`src/design/ccp_defs.vh`:
```
`ifndef CCP_DEFS_VH
`define CCP_DEFS_VH
// Address width of configuration memory
`define CCP_ADDR_W 18
// Mode encodings (sel2, sel1, sel0)
`define CCP_MODE_SLAVE_SERIAL 3'h7
`define CCP_MODE_MASTER_SERIAL 3'h0
`define CCP_MODE_MASTER_PAR_UP 3'h4
`define CCP_MODE_MASTER_PAR_DN 3'h6
// Master wait window in microseconds
`define CCP_WAIT_MIN_US 30
`define CCP_WAIT_MAX_US 300
// Clock rate in MHz
`define CCP_CLK_MHZ 20
// Wait count: least time rounded up (30 us at 20 MHz)
`define CCP_WAIT_CYCLES (`CCP_WAIT_MIN_US * `CCP_CLK_MHZ)
// Clear cycle length in clocks
`define CCP_CLEAR_CYCLES 64
`endif

```
`src/design/ccp_config_control_pins.v`:
```
// Summary of operation
// Address-change strobe rises one cycle before each master parallel address change.
// Mode pins sampled once init goes High; value picks configuration mode.
// Mode pins weakly pulled up in configuration; open pins mean slave serial.
// After configuration sel0/sel2 are plain inputs, sel1 an unregistered tristate output; code registers sel1 data and enable.
// Test data out drives scan data when scan kept, else user tristate output.
// Test inputs go straight to test logic and may also feed user logic.
// Without scan keep cell, scan disabled after configuration; test pins released.
// Active-high in-progress output held High until user I/O active.
// Active-low in-progress output held Low until user I/O active.
// Init driven Low during power stabilisation and configuration memory clearing.
// Configuration never starts while init is held Low externally.
// Master modes wait an extra 30 to 300 us after init High.
// Init driven Low during configuration to flag a data error.
// Init released for user I/O once user I/O are active.
// Reprogram release: finish clear, one more clear, then wait and release init.
// Done output signals completion of configuration.
// Data error suspends loading, holds init Low until reprogram or power cycle.
// Sampled mode held through configuration, resampled only after a new clear.
`timescale 1ns/10ps
`include "ccp_defs.vh"
module ccp_config_control_pins #(
	parameter ADDR_W = `CCP_ADDR_W,
	parameter WAIT_CYCLES = `CCP_WAIT_CYCLES,
	parameter CLEAR_CYCLES = `CCP_CLEAR_CYCLES
) (
	// Clock, reset, enable
	input wire sys_clk,
	input wire reset,
	input wire clkEn,
	// Control pins from outside
	input wire reprogramPin_n,
	input wire initPinIn,
	input wire cfgModeSel0In,
	input wire cfgModeSel1In,
	input wire cfgModeSel2In,
	// Loader core events (same clock)
	input wire powerStable,
	input wire addrAdvance,
	input wire dataError,
	input wire loadDone,
	input wire scanKeepCell,
	// Test pins and user logic
	input wire tdiPin,
	input wire tckPin,
	input wire tmsPin,
	input wire scanTdo,
	input wire userTdoData,
	input wire userTdoEn,
	input wire userSel1Data,
	input wire userSel1En,
	// Init open-drain pin
	output reg initPinOut,
	output reg initPinOe,
	// Mode pins pull and sel1 output
	output reg modePullUp,
	output reg cfgModeSel1Out,
	output reg cfgModeSel1Oe,
	// Configuration memory address and strobe
	output reg [ADDR_W-1:0] cfgMemAddress,
	output reg addrStrobe,
	// Status pins
	output reg cfgActiveHi,
	output reg cfgActiveLo_n,
	output reg donePin,
	// Mode and state to the loader
	output reg [2:0] cfgMode,
	output reg loadEnable,
	output reg userIoActive,
	// Test port outputs
	output reg tdoOut,
	output reg tdoOe,
	output reg scanEnable,
	output reg testTdi,
	output reg testTck,
	output reg testTms,
	output reg userTdi,
	output reg userTck,
	output reg userTms,
	output reg userSel0,
	output reg userSel2
);

	// One-hot states
	localparam ST_POWER = 7'h01;
	localparam ST_CLEAR = 7'h02;
	localparam ST_CLEAR2 = 7'h04;
	localparam ST_WAIT = 7'h08;
	localparam ST_LOAD = 7'h10;
	localparam ST_ERROR = 7'h20;
	localparam ST_USER = 7'h40;

	// Mode is master when sel0 is Low in this encoding
	function isMaster;
		input [2:0] mode;
		begin
			isMaster = (mode != `CCP_MODE_SLAVE_SERIAL) && (mode[0] == 1'b0);
		end
	endfunction

	function isMasterPar;
		input [2:0] mode;
		begin
			isMasterPar = (mode == `CCP_MODE_MASTER_PAR_UP) || (mode == `CCP_MODE_MASTER_PAR_DN);
		end
	endfunction

	reg [6:0] state_r;
	reg [15:0] clrCnt_r;
	reg [15:0] waitCnt_r;
	reg progSeen_r;
	reg modeValid_r;
	reg addrPend_r;
	reg [ADDR_W-1:0] addrNext_r;
	// Two-flop synchronisers for pins
	reg [6:0] syncA_r;
	reg [6:0] syncB_r;
	wire progN = syncB_r[0];
	wire initIn = syncB_r[1];
	wire [2:0] modePins = {syncB_r[4], syncB_r[3], syncB_r[2]};
	wire tdiS = syncB_r[5];
	wire tckS = syncB_r[6];
	reg tmsA_r;
	reg tmsB_r;
	wire inConfig = (state_r != ST_USER);
	wire scanOn = (!inConfig) ? scanKeepCell : 1'b1;

	// Pin synchronisers
	always @(posedge sys_clk)
	begin
		if (reset)
		begin
			syncA_r <= 7'h7F;
			syncB_r <= 7'h7F;
			tmsA_r <= 1'b1;
			tmsB_r <= 1'b1;
		end
		else if (clkEn)
		begin
			syncA_r <= {tckPin, tdiPin, cfgModeSel2In, cfgModeSel1In, cfgModeSel0In, initPinIn, reprogramPin_n};
			syncB_r <= syncA_r;
			tmsA_r <= tmsPin;
			tmsB_r <= tmsA_r;
		end
	end

	// Configuration sequencer
	always @(posedge sys_clk)
	begin
		if (reset)
		begin
			state_r <= ST_POWER;
			clrCnt_r <= 16'h0000;
			waitCnt_r <= 16'h0000;
			progSeen_r <= 1'b0;
			modeValid_r <= 1'b0;
			cfgMode <= `CCP_MODE_SLAVE_SERIAL;
		end
		else if (clkEn)
		begin
			case (state_r)
				ST_POWER:
				begin
					if (powerStable)
					begin
						state_r <= ST_CLEAR;
						clrCnt_r <= 16'h0000;
					end
				end
				ST_CLEAR:
				begin
					if (!progN)
						progSeen_r <= 1'b1;
					if (clrCnt_r == CLEAR_CYCLES - 1)
					begin
						clrCnt_r <= 16'h0000;
						// Extra clear cycle
						if (progSeen_r && progN)
							state_r <= ST_CLEAR2;
						else if (!progSeen_r && progN)
							state_r <= ST_WAIT;
					end
					else
						clrCnt_r <= clrCnt_r + 16'h0001;
					modeValid_r <= 1'b0;
					waitCnt_r <= 16'h0000;
				end
				ST_CLEAR2:
				begin
					progSeen_r <= 1'b0;
					if (!progN)
					begin
						clrCnt_r <= 16'h0000;
						state_r <= ST_CLEAR;
					end
					else if (clrCnt_r == CLEAR_CYCLES - 1)
					begin
						clrCnt_r <= 16'h0000;
						state_r <= ST_WAIT;
					end
					else
						clrCnt_r <= clrCnt_r + 16'h0001;
				end
				ST_WAIT:
				begin
					// Hold while init Low
					if (!progN)
						state_r <= ST_CLEAR;
					else if (initIn)
					begin
						// Sample, hold mode
						if (!modeValid_r)
						begin
							cfgMode <= modePins;
							modeValid_r <= 1'b1;
						end
						// Master extra wait
						else if (isMaster(cfgMode) && waitCnt_r < WAIT_CYCLES - 1)
							waitCnt_r <= waitCnt_r + 16'h0001;
						else
							state_r <= ST_LOAD;
					end
				end
				ST_LOAD:
				begin
					if (!progN)
						state_r <= ST_CLEAR;
					// Suspend on error
					else if (dataError)
						state_r <= ST_ERROR;
					else if (loadDone)
						state_r <= ST_USER;
				end
				ST_ERROR:
				begin
					if (!progN)
						state_r <= ST_CLEAR;
				end
				ST_USER:
				begin
					if (!progN)
						state_r <= ST_CLEAR;
				end
				default: state_r <= ST_POWER;
			endcase
		end
	end

	// Address strobe precedes each address change
	always @(posedge sys_clk)
	begin
		if (reset)
		begin
			addrPend_r <= 1'b0;
			addrStrobe <= 1'b0;
			cfgMemAddress <= {ADDR_W{1'b0}};
			addrNext_r <= {ADDR_W{1'b0}};
		end
		else if (clkEn)
		begin
			addrStrobe <= 1'b0;
			addrPend_r <= 1'b0;
			if (state_r != ST_LOAD && state_r != ST_ERROR)
				addrNext_r <= {ADDR_W{1'b0}};
			// Strobe then change
			else if (isMasterPar(cfgMode) && addrAdvance && !addrPend_r)
			begin
				addrStrobe <= 1'b1;
				addrPend_r <= 1'b1;
				addrNext_r <= addrNext_r + {{(ADDR_W-1){1'b0}}, 1'b1};
			end
			if (addrPend_r)
				cfgMemAddress <= addrNext_r;
		end
	end

	// Pin outputs and status
	always @(posedge sys_clk)
	begin
		if (reset)
		begin
			initPinOut <= 1'b0;
			initPinOe <= 1'b1;
			modePullUp <= 1'b1;
			cfgModeSel1Out <= 1'b0;
			cfgModeSel1Oe <= 1'b0;
			cfgActiveHi <= 1'b1;
			cfgActiveLo_n <= 1'b0;
			donePin <= 1'b0;
			loadEnable <= 1'b0;
			userIoActive <= 1'b0;
			tdoOut <= 1'b0;
			tdoOe <= 1'b0;
			scanEnable <= 1'b1;
			testTdi <= 1'b1;
			testTck <= 1'b1;
			testTms <= 1'b1;
			userTdi <= 1'b0;
			userTck <= 1'b0;
			userTms <= 1'b0;
			userSel0 <= 1'b0;
			userSel2 <= 1'b0;
		end
		else if (clkEn)
		begin
			// Init Low while clearing
			// Init Low on data error
			// Init released in user mode
			initPinOut <= 1'b0;
			initPinOe <= (state_r == ST_POWER) || (state_r == ST_CLEAR) || (state_r == ST_CLEAR2) ||
				(state_r == ST_ERROR) || (state_r == ST_LOAD && dataError);
			// Pull-ups in configuration
			modePullUp <= inConfig;
			// Mode pins to user after
			cfgModeSel1Out <= userSel1Data;
			cfgModeSel1Oe <= !inConfig && userSel1En;
			userSel0 <= inConfig ? 1'b0 : syncB_r[2];
			userSel2 <= inConfig ? 1'b0 : syncB_r[4];
			// High until active
			cfgActiveHi <= inConfig;
			// Low until active
			cfgActiveLo_n <= !inConfig;
			// Done flag
			donePin <= !inConfig;
			userIoActive <= !inConfig;
			loadEnable <= (state_r == ST_LOAD) && !dataError;
			// Test data out select
			tdoOut <= scanOn ? scanTdo : userTdoData;
			tdoOe <= scanOn ? 1'b1 : userTdoEn;
			// Scan off without keep cell
			scanEnable <= scanOn;
			// Test inputs direct path
			testTdi <= tdiS;
			testTck <= tckS;
			testTms <= scanOn ? tmsB_r : 1'b1;
			userTdi <= inConfig ? 1'b0 : tdiS;
			userTck <= inConfig ? 1'b0 : tckS;
			userTms <= inConfig ? 1'b0 : tmsB_r;
		end
	end

endmodule // ccp_config_control_pins

```
`config.mk`:
```
export PLATFORM = sky130hd
export DESIGN_NAME = ccp_config_control_pins
export DESIGN_NICKNAME = d
export VERILOG_FILES = /design/src/design/ccp_config_control_pins.v
export VERILOG_INCLUDE_DIRS = /design/src /design/src/design
export SDC_FILE = /design/constraint.sdc
export NUM_CORES = 1
export LEC_CHECK = 0
export BUFFER_PORTS_ARGS = -buffer_cell sky130_fd_sc_hd__buf_2
export CAP_MARGIN = 0
export CORE_MARGIN = 2
export CORE_UTILIZATION = 52
export CTS_CLUSTER_SIZE = 20
export DETAILED_ROUTE_END_ITERATION = 16
export PLACE_DENSITY = 0.76
export SYNTH_ARGS = -nofsm -noshare
export SYNTH_HDL_FRONTEND = slang
export SYNTH_SLANG_ARGS = --single-unit
```
`constraint.sdc`:
```
create_clock -name sys_clk -period 2.2 [get_ports sys_clk]
set_input_delay 0.44 -clock sys_clk [delete_from_list [all_inputs] [get_ports sys_clk]]
set_output_delay 0.44 -clock sys_clk [all_outputs]
set_load 0.005 [all_outputs]
```
==> summary.txt, run 1 <==
Run status
  • Run status: completed

Route
  • Final Routed Wirelength: ~12000 microns
  • Number of nets with antenna violations after detailed routing: 0
  • Total via count after detailed routing: about 4800
  • Wirelength per Cell: 13.98 microns
  • First-pass iteration count of the detailed router: 4
  • Drt initial violations: approximately 180
  • Vias per Instance: about 5.6
  • Drc violations: 0

Run
  • Max-cap violations: 0

Clock network
  • Buffer levels on the longest clock path: 2
  • TritonCTS clock tree: yes
  • Clock insertion delay at the later pin of the skew report: 0.53 ns
  • Number of levels in the clock H-tree: 4
  • Clock root buffer: clkbuf_8
  • Post-CTS Hold Fix Bufs: 0
  • Clk sinks: approximately 110
  • Register clock-pin slew on the reported worst setup and hold paths: approximately 0.060 ns
  • Clock buffers created by TritonCTS: 17

Synthesis
  • Post-synth net total: 640
  • Number of distinct library cell variants in the gate-level netlist after synthesis: 60
  • Post-synthesis sequential area ratio: between 40 and 50%
  • Async S/R FF share, synth: 0%
  • Primary FF master, synth: dfxtp_1
  • Gate count after technology mapping: 616
  • Synth Area per Inst: approximately 8.4 sq um
  • Count of flip-flops with a built-in enable after synthesis: 0
  • Synth Register Bits: ~110
  • Synth Warn #: 0
  • Synth Cell Area: ~5100 sq um

Critical path
  • Critical Path Slowest Stage Cell: or4b_4
  • Reg2Reg Setup Slack: between 0.05 and 0.06 ns
  • FF-to-FF End: waitCnt_r[7]
  • Crit. Startpoint: state_r[4]
  • Critical path fanouts, max: 3
  • Critical Setup Path Class: reg2reg
  • Worst Path Required: 2.67 ns
  • Max incr delay on CP: between 0.5 and 0.6 ns
  • R2r startpoint: state_r[4]
  • Data arrival time of the worst path: between 2 and 3 ns
  • Depth of the most critical reg-to-reg path: 6
  • Launching element type of the critical path: register
  • Endpoint type of the worst setup path: register
  • Cells along the critical path: or4b_4 > or4_4 > a211oi_4 > o21ai_2 > or4_1 > nand2_1

Placement
  • Count of input and output buffers: between 60 and 70
  • Placer congestion estimate: 0.8906
  • DP HPWL: 8163 microns

Timing
  • Slew Limit Fails: 0
  • Period utilization: between 90 and 100%
  • Relative max-transition margin: between 50 and 60%
  • Unrepaired setup endpoints after global routing: yes
  • Highest achievable clock rate: roughly 470 MHz
  • Tmin final: about 2.1 ns
  • Worst-margin pin slew: 0.6347 ns
  • Clock Skew: a little under 0.006 ns
  • Final hold violation count: 0
  • Setup Total Neg Slack: 0 ns
  • Number of setup violations in the final report: 0

Finish
  • Syn-to-layout area delta: 24.63%
  • NumNets Final: 730
  • Commonest non-fill, non-tap cell in the layout: dfxtp_1
  • Most frequent cells in the layout: dfxtp_1, nand2_1, buf_2, nor2_1, a21oi_1
  • Fraction of layout instances using a drive strength above 1: roughly 22%
  • Number of antenna repair diodes: 0

Global route
  • Via count of the first global-routing pass: 4395
  • Initial antenna violation count: 0
  • Pin count of the biggest net entering global routing: 36
  • Total congestion overflow: 0
  • First-pass GRT wire length: about 20000 microns
  • Gr usage total: about a quarter

Floorplanning
  • Die extent in x: between 100 and 150 microns
  • Height of the chip: about 100 microns
  • Standard-cell rows: 36
  • Ports placed on the boundary: between 60 and 70
  • Total Die Area: around 11000 sq um
  • Core region area: ~9700 sq um
  • Initial core utilization: between 50 and 60%

Worst hold path
  • Class of the tightest hold or removal check: in2reg
  • Worst Hold Endpoint: syncA_r[6]
  • Hold Path Stages: 3
  • Startpoint of the lowest-slack hold path: tckPin

Pwr
  • Leak Pwr: around 2.6 nW
  • Overall power of the completed layout: around 5.3 mW
  • IR Drop Worst-Case VDD: between 0.4 and 0.5 mV
  • Power density normalized to cell area: 821.7 nW/um^2
-- metrics by stage --
stage	hold WS (ns)	util, %	cell area, sq um	cells	setup WS, ns
final	0.1278	66.23	6414	852	0.05455
after global routing	0.1229	66.23	6414	852	-0.03570
after CTS	0.1194	65.84	6376	850	-0.005215
after detailed placement	0.4441	59.52	5764	818	-0.005099
after global placement	0.4401	59.52	5764	818	0.03408
after floorplan	0.4311	-	5146	616	-0.1599
-- where the power goes --
group	switching, mW	internal (mW)
registers	0.0243	2.10
logic	0.224	0.169
clock network	0.975	1.78
total	1.22	4.05
-- synth_stat cells (all sizes together), types with 2 or more instances --
| cell type | n | area [sq um] |
|---|---|---|
| a21o | 3 | 22.52 |
| xor2 | 7 | 61.31 |
| nor2 | 58 | 217.7 |
| a21oi | 55 | 275.3 |
| a31oi | 6 | 37.54 |
| nand2 | 101 | 379.1 |
| nand3 | 19 | 95.09 |
| o21ai | 23 | 118.9 |
| nand2b | 4 | 25.02 |
| nand3b | 2 | 15.01 |
| and2 | 13 | 81.33 |
| o2111ai | 2 | 17.52 |
| nor4b | 4 | 35.03 |
| dfxtp | 114 | 2282 |
| or4 | 4 | 33.78 |
| ha | 3 | 37.54 |
| inv | 13 | 48.80 |
| o31ai | 2 | 15.01 |
| nor4 | 8 | 50.05 |
| a211oi | 6 | 57.56 |
| a22oi | 8 | 60.06 |
| a311oi | 11 | 96.34 |
| nor2b | 4 | 25.02 |
| buf | 10 | 68.81 |
| or2b | 2 | 16.27 |
| o211ai | 8 | 60.06 |
| nor3b | 3 | 22.52 |
| clkbuf | 25 | 103.9 |
| nand4 | 8 | 50.05 |
| nor3 | 17 | 85.08 |
| and3 | 11 | 68.82 |
| xnor2 | 6 | 52.55 |
| and4 | 5 | 43.79 |
| a41oi | 3 | 26.28 |
| mux2i | 25 | 250.2 |
| or3 | 7 | 48.80 |
| o211a | 3 | 30.03 |
-- logic make-up after synthesis --
logic type,synth area share (%)
flops,44.35
fa+ha+maj,0.7295
simple gates,25.77
buf+inv,4.474
mux,5.081
compound gates,17.31
other cells,0.07287
xor+xnor,2.213
-- per-layer routing --
metal	track usage, %	wire (microns)	vias to the layer above
met3	7.930	582	26
met1	27.42	5360	2241
met4	8.502	239	0
met2	39.50	5727	114
met5	0	0	-
li1	-	-	2385
-- final cells by class --
cell class	count	area [sq um]
clock buffers	19	441.7
clock inverters	13	160.2
fillers	769	3271
inverters	13	48.80
multi-input cells	453	2663
flip-flops and latches	114	2286
well taps	133	166.4
repair buffers	107	648.1
-- worst max path at each step --
stage / end / cells after the start
after global routing: waitCnt_r[8] / 7
final: waitCnt_r[7] / 6
after floorplan: waitCnt_r[7] / 8
after CTS: waitCnt_r[7] / 6
after global placement: waitCnt_r[7] / 6
after detailed placement: waitCnt_r[7] / 6
-- critical path: cells and delay by family, from the launching register on --
kind             cells  cell delay (ns)
AO/OA/AOI/OAI        2             0.33
flip-flops           1             0.31
AND/OR/NAND/NOR      4             1.44
-- what timing repair did --
item                       in CTS  in global routing
hold endpoints to repair        0                  0
resized for setup               4                  6
setup endpoints to repair       2                 27
pin swaps                       4                  5
buffers inserted                0                  2
-- flip-flops by register name (all words and copies together), names as in the netlist, 3 cells and up --
register	count
clrCnt_r	16
syncA_r	7
addrNext_r	18
syncB_r	7
cfgMode	3
state_r	7
cfgMemAddress	18
waitCnt_r	16
(Power assumes the default switching activity.)
==> run 2: changes to the inputs <==
--- a/config.mk
+++ b/config.mk
@@ -13,6 +13,7 @@
 export CTS_CLUSTER_SIZE = 20
 export DETAILED_ROUTE_END_ITERATION = 16
 export PLACE_DENSITY = 0.76
+export REMOVE_ABC_BUFFERS = 1
 export SYNTH_ARGS = -nofsm -noshare
 export SYNTH_HDL_FRONTEND = slang
 export SYNTH_SLANG_ARGS = --single-unit
==> summary.txt, run 2 (synthesis gave the netlist of run 1 again) <==
Pwr
  • IR Drop Worst-Case VDD: 0.5573 mV (was 0.4686 mV)
  • Power density normalized to cell area: 821.2 nW/um^2 (was 821.7 nW/um^2)
  • Leak Pwr: 2.592 nW (was 2.554 nW)

Clock network
  • Number of levels in the clock H-tree: 4 (unchanged)
  • Clock insertion delay at the later pin of the skew report: 0.52 ns (was 0.53 ns)
  • Clk sinks: 114 (unchanged)
  • Clock root buffer: clkbuf_8 (unchanged)
  • TritonCTS clock tree: yes (unchanged)
  • Register clock-pin slew on the reported worst setup and hold paths: 0.06 ns (about the same)
  • Buffer levels on the longest clock path: 2 (unchanged)
  • Clock buffers created by TritonCTS: 17 (unchanged)
  • Post-CTS Hold Fix Bufs: 0 (unchanged)

Timing
  • Number of setup violations in the final report: 0 (unchanged)
  • Highest achievable clock rate: 458.7 MHz (was 466.1 MHz)
  • Slew Limit Fails: 0 (unchanged)
  • Relative max-transition margin: 51.11% (was 57.68%)
  • Final hold violation count: 0 (unchanged)
  • Worst Hold Margin: 0.1341 ns (was 0.1278 ns)
  • Tmin final: 2.180 ns (was 2.145 ns)
  • Worst-margin pin slew: 0.7301 ns (was 0.6347 ns)
  • Clock Skew: 0.01004 ns (was 0.005803 ns)
  • Period utilization: 99.10% (was 97.52%)
  • Unrepaired setup endpoints after global routing: yes (unchanged)

Global route
  • Initial antenna violation count: 0 (unchanged)
  • Pin count of the biggest net entering global routing: 45 (was 36)
  • Gr usage total: 24.19% (was 23.33%)
  • Total congestion overflow: 0 (unchanged)
  • Via count of the first global-routing pass: 4418 (was 4395)
  • First-pass GRT wire length: 20560 microns (was 19550 microns)

Finish
  • Area of the multi-input gates: 2679 sq um (was 2663 sq um)
  • Most frequent cells in the layout: dfxtp_1, nand2_1, buf_2, nor2_1, a21oi_1 (unchanged)
  • Number of antenna repair diodes: 0 (unchanged)
  • Filler cell count in the final layout: 797 (was 769)
  • Sequential standard cell area: 2285 sq um (was 2286 sq um)
  • Post-layout utilization of the core: 66.90% (was 66.23%)
  • Syn-to-layout area delta: 25.89% (was 24.63%)
  • Fraction of layout instances using a drive strength above 1: 23.31% (was 22.11%)
  • NumNets Final: 736 (was 730)
  • Commonest non-fill, non-tap cell in the layout: dfxtp_1 (unchanged)
  • Top Registers: addrNext_r: 18 flops, cfgMemAddress: 18 flops (unchanged)

Route
  • Met1 WL: 5785 microns (was 5360 microns)
  • Number of nets with antenna violations after detailed routing: 0 (unchanged)
  • Wirelength per Cell: 14.79 microns (was 13.98 microns)
  • Total via count after detailed routing: 4799 (was 4766)
  • Drc violations: 0 (unchanged)
  • First-pass iteration count of the detailed router: 5 (was 4)
  • Routed wl met3: 650 microns (was 582 microns)
  • Final Routed Wirelength: 12690 microns (was 11910 microns)
  • Met2 Routed Length: 6083 microns (was 5727 microns)
  • Vias per Instance: 5.593 (was 5.594)
  • Highest metal layer with signal wires: met4 (unchanged)
  • Drt initial violations: 223 (was 183)

Critical path
  • Worst Path Required: 2.66 ns (was 2.67 ns)
  • Critical Setup Path Class: reg2reg (unchanged)
  • Data arrival time of the worst path: 2.64 ns (was 2.61 ns)
  • Launching element type of the critical path: register (unchanged)
  • Critical path fanouts, max: 3 (unchanged)
  • Endpoint type of the worst setup path: register (unchanged)
  • Depth of the most critical reg-to-reg path: 6 (unchanged)

Run
  • Max-cap violations: 0 (unchanged)

Worst hold path
  • Class of the tightest hold or removal check: in2reg (unchanged)
  • Hold Path Stages: 3 (unchanged)

Floorplanning
  • Initial core utilization: 53.14% (unchanged)
  • Height of the chip: 103.5 microns (unchanged)
  • Total Die Area: 10710 sq um (unchanged)
  • Standard-cell rows: 36 (unchanged)
  • Die extent in x: 103.5 microns (unchanged)
  • Core region area: 9684 sq um (unchanged)
  • Ports placed on the boundary: 64 (unchanged)

Placement
  • DP HPWL: 8715 microns (was 8163 microns)
  • Count of input and output buffers: 62 (unchanged)
  • Placer congestion estimate: 0.8876 (was 0.8906)

Run status
  • Run status: completed (unchanged)
-- run 2: changes by cell type in the layout (fill, tap and decap cells not counted), sizes merged --
| cell | delta |
|---|---|
| inv | +3 |
| buf | +6 |
| clkbuf | -1 |
| clkinvlp | -2 |
-- run 2: worst paths after layout --
check,to,from,slack [ns]
max,waitCnt_r[7],state_r[4],0.02
min,tmsA_r,tmsPin,0.13
max reg2reg,waitCnt_r[7],state_r[4],0.02
min reg2reg,cfgMemAddress[10],cfgMemAddress[10],0.45
-- run 2: stage by stage --
step           setup slack [ns]   TNS [ns]  total power [mW]  std cells  area (sq um)
2_1_floorplan          -0.09048    -0.1045             2.368        580          4965
6_report                0.01979          0             5.320        858          6479
3_5_place_dp          0.0004889          0             2.554        822          5794
3_3_place_gp          -0.004486  -0.004486             2.546        822          5794
4_1_cts                 0.01274          0             5.327        856          6421
5_1_grt                -0.03530   -0.05687             5.494        858          6479
-- run 2: report_power, final --
part           internal (mW)  switching (mW)  total, mW  leakage (nW)
Clock                   1.77            1.03       2.79         0.288
Sequential              2.10          0.0256       2.12         0.924
Combinational          0.171           0.230      0.401          1.38
Total                   4.04            1.28       5.32          2.59
-- run 2: what timing repair did --
action	CTS	global route
resized for setup	2	11
pin swaps	4	3
setup buffers	2	2
setup endpoints to repair	3	16
-- run 2: metal layers --
metal  up-vias  GRT usage, %
met5         -             0
met4         0         8.603
met3        20         5.444
met2       131         38.81
met1      2250         32.08
li1       2398             -
-- run 2: cell type report --
type,instances,share of cell area [%]
clock inverter,14,2.762
sequential,114,35.26
multi-input combinational,453,41.35
clock buffer,18,6.605
tap,133,2.569
inverter,13,0.7532
timing repair buffer,113,10.70
-- run 2: critical path, stage by stage, from the launching register on --
cell and delay [ns]:
dfxtp_1 0.31, or4b_4 0.53, or4_4 0.46, a211oi_4 0.23
o21ai_2 0.10, or4_1 0.41, nand2_1 0.08
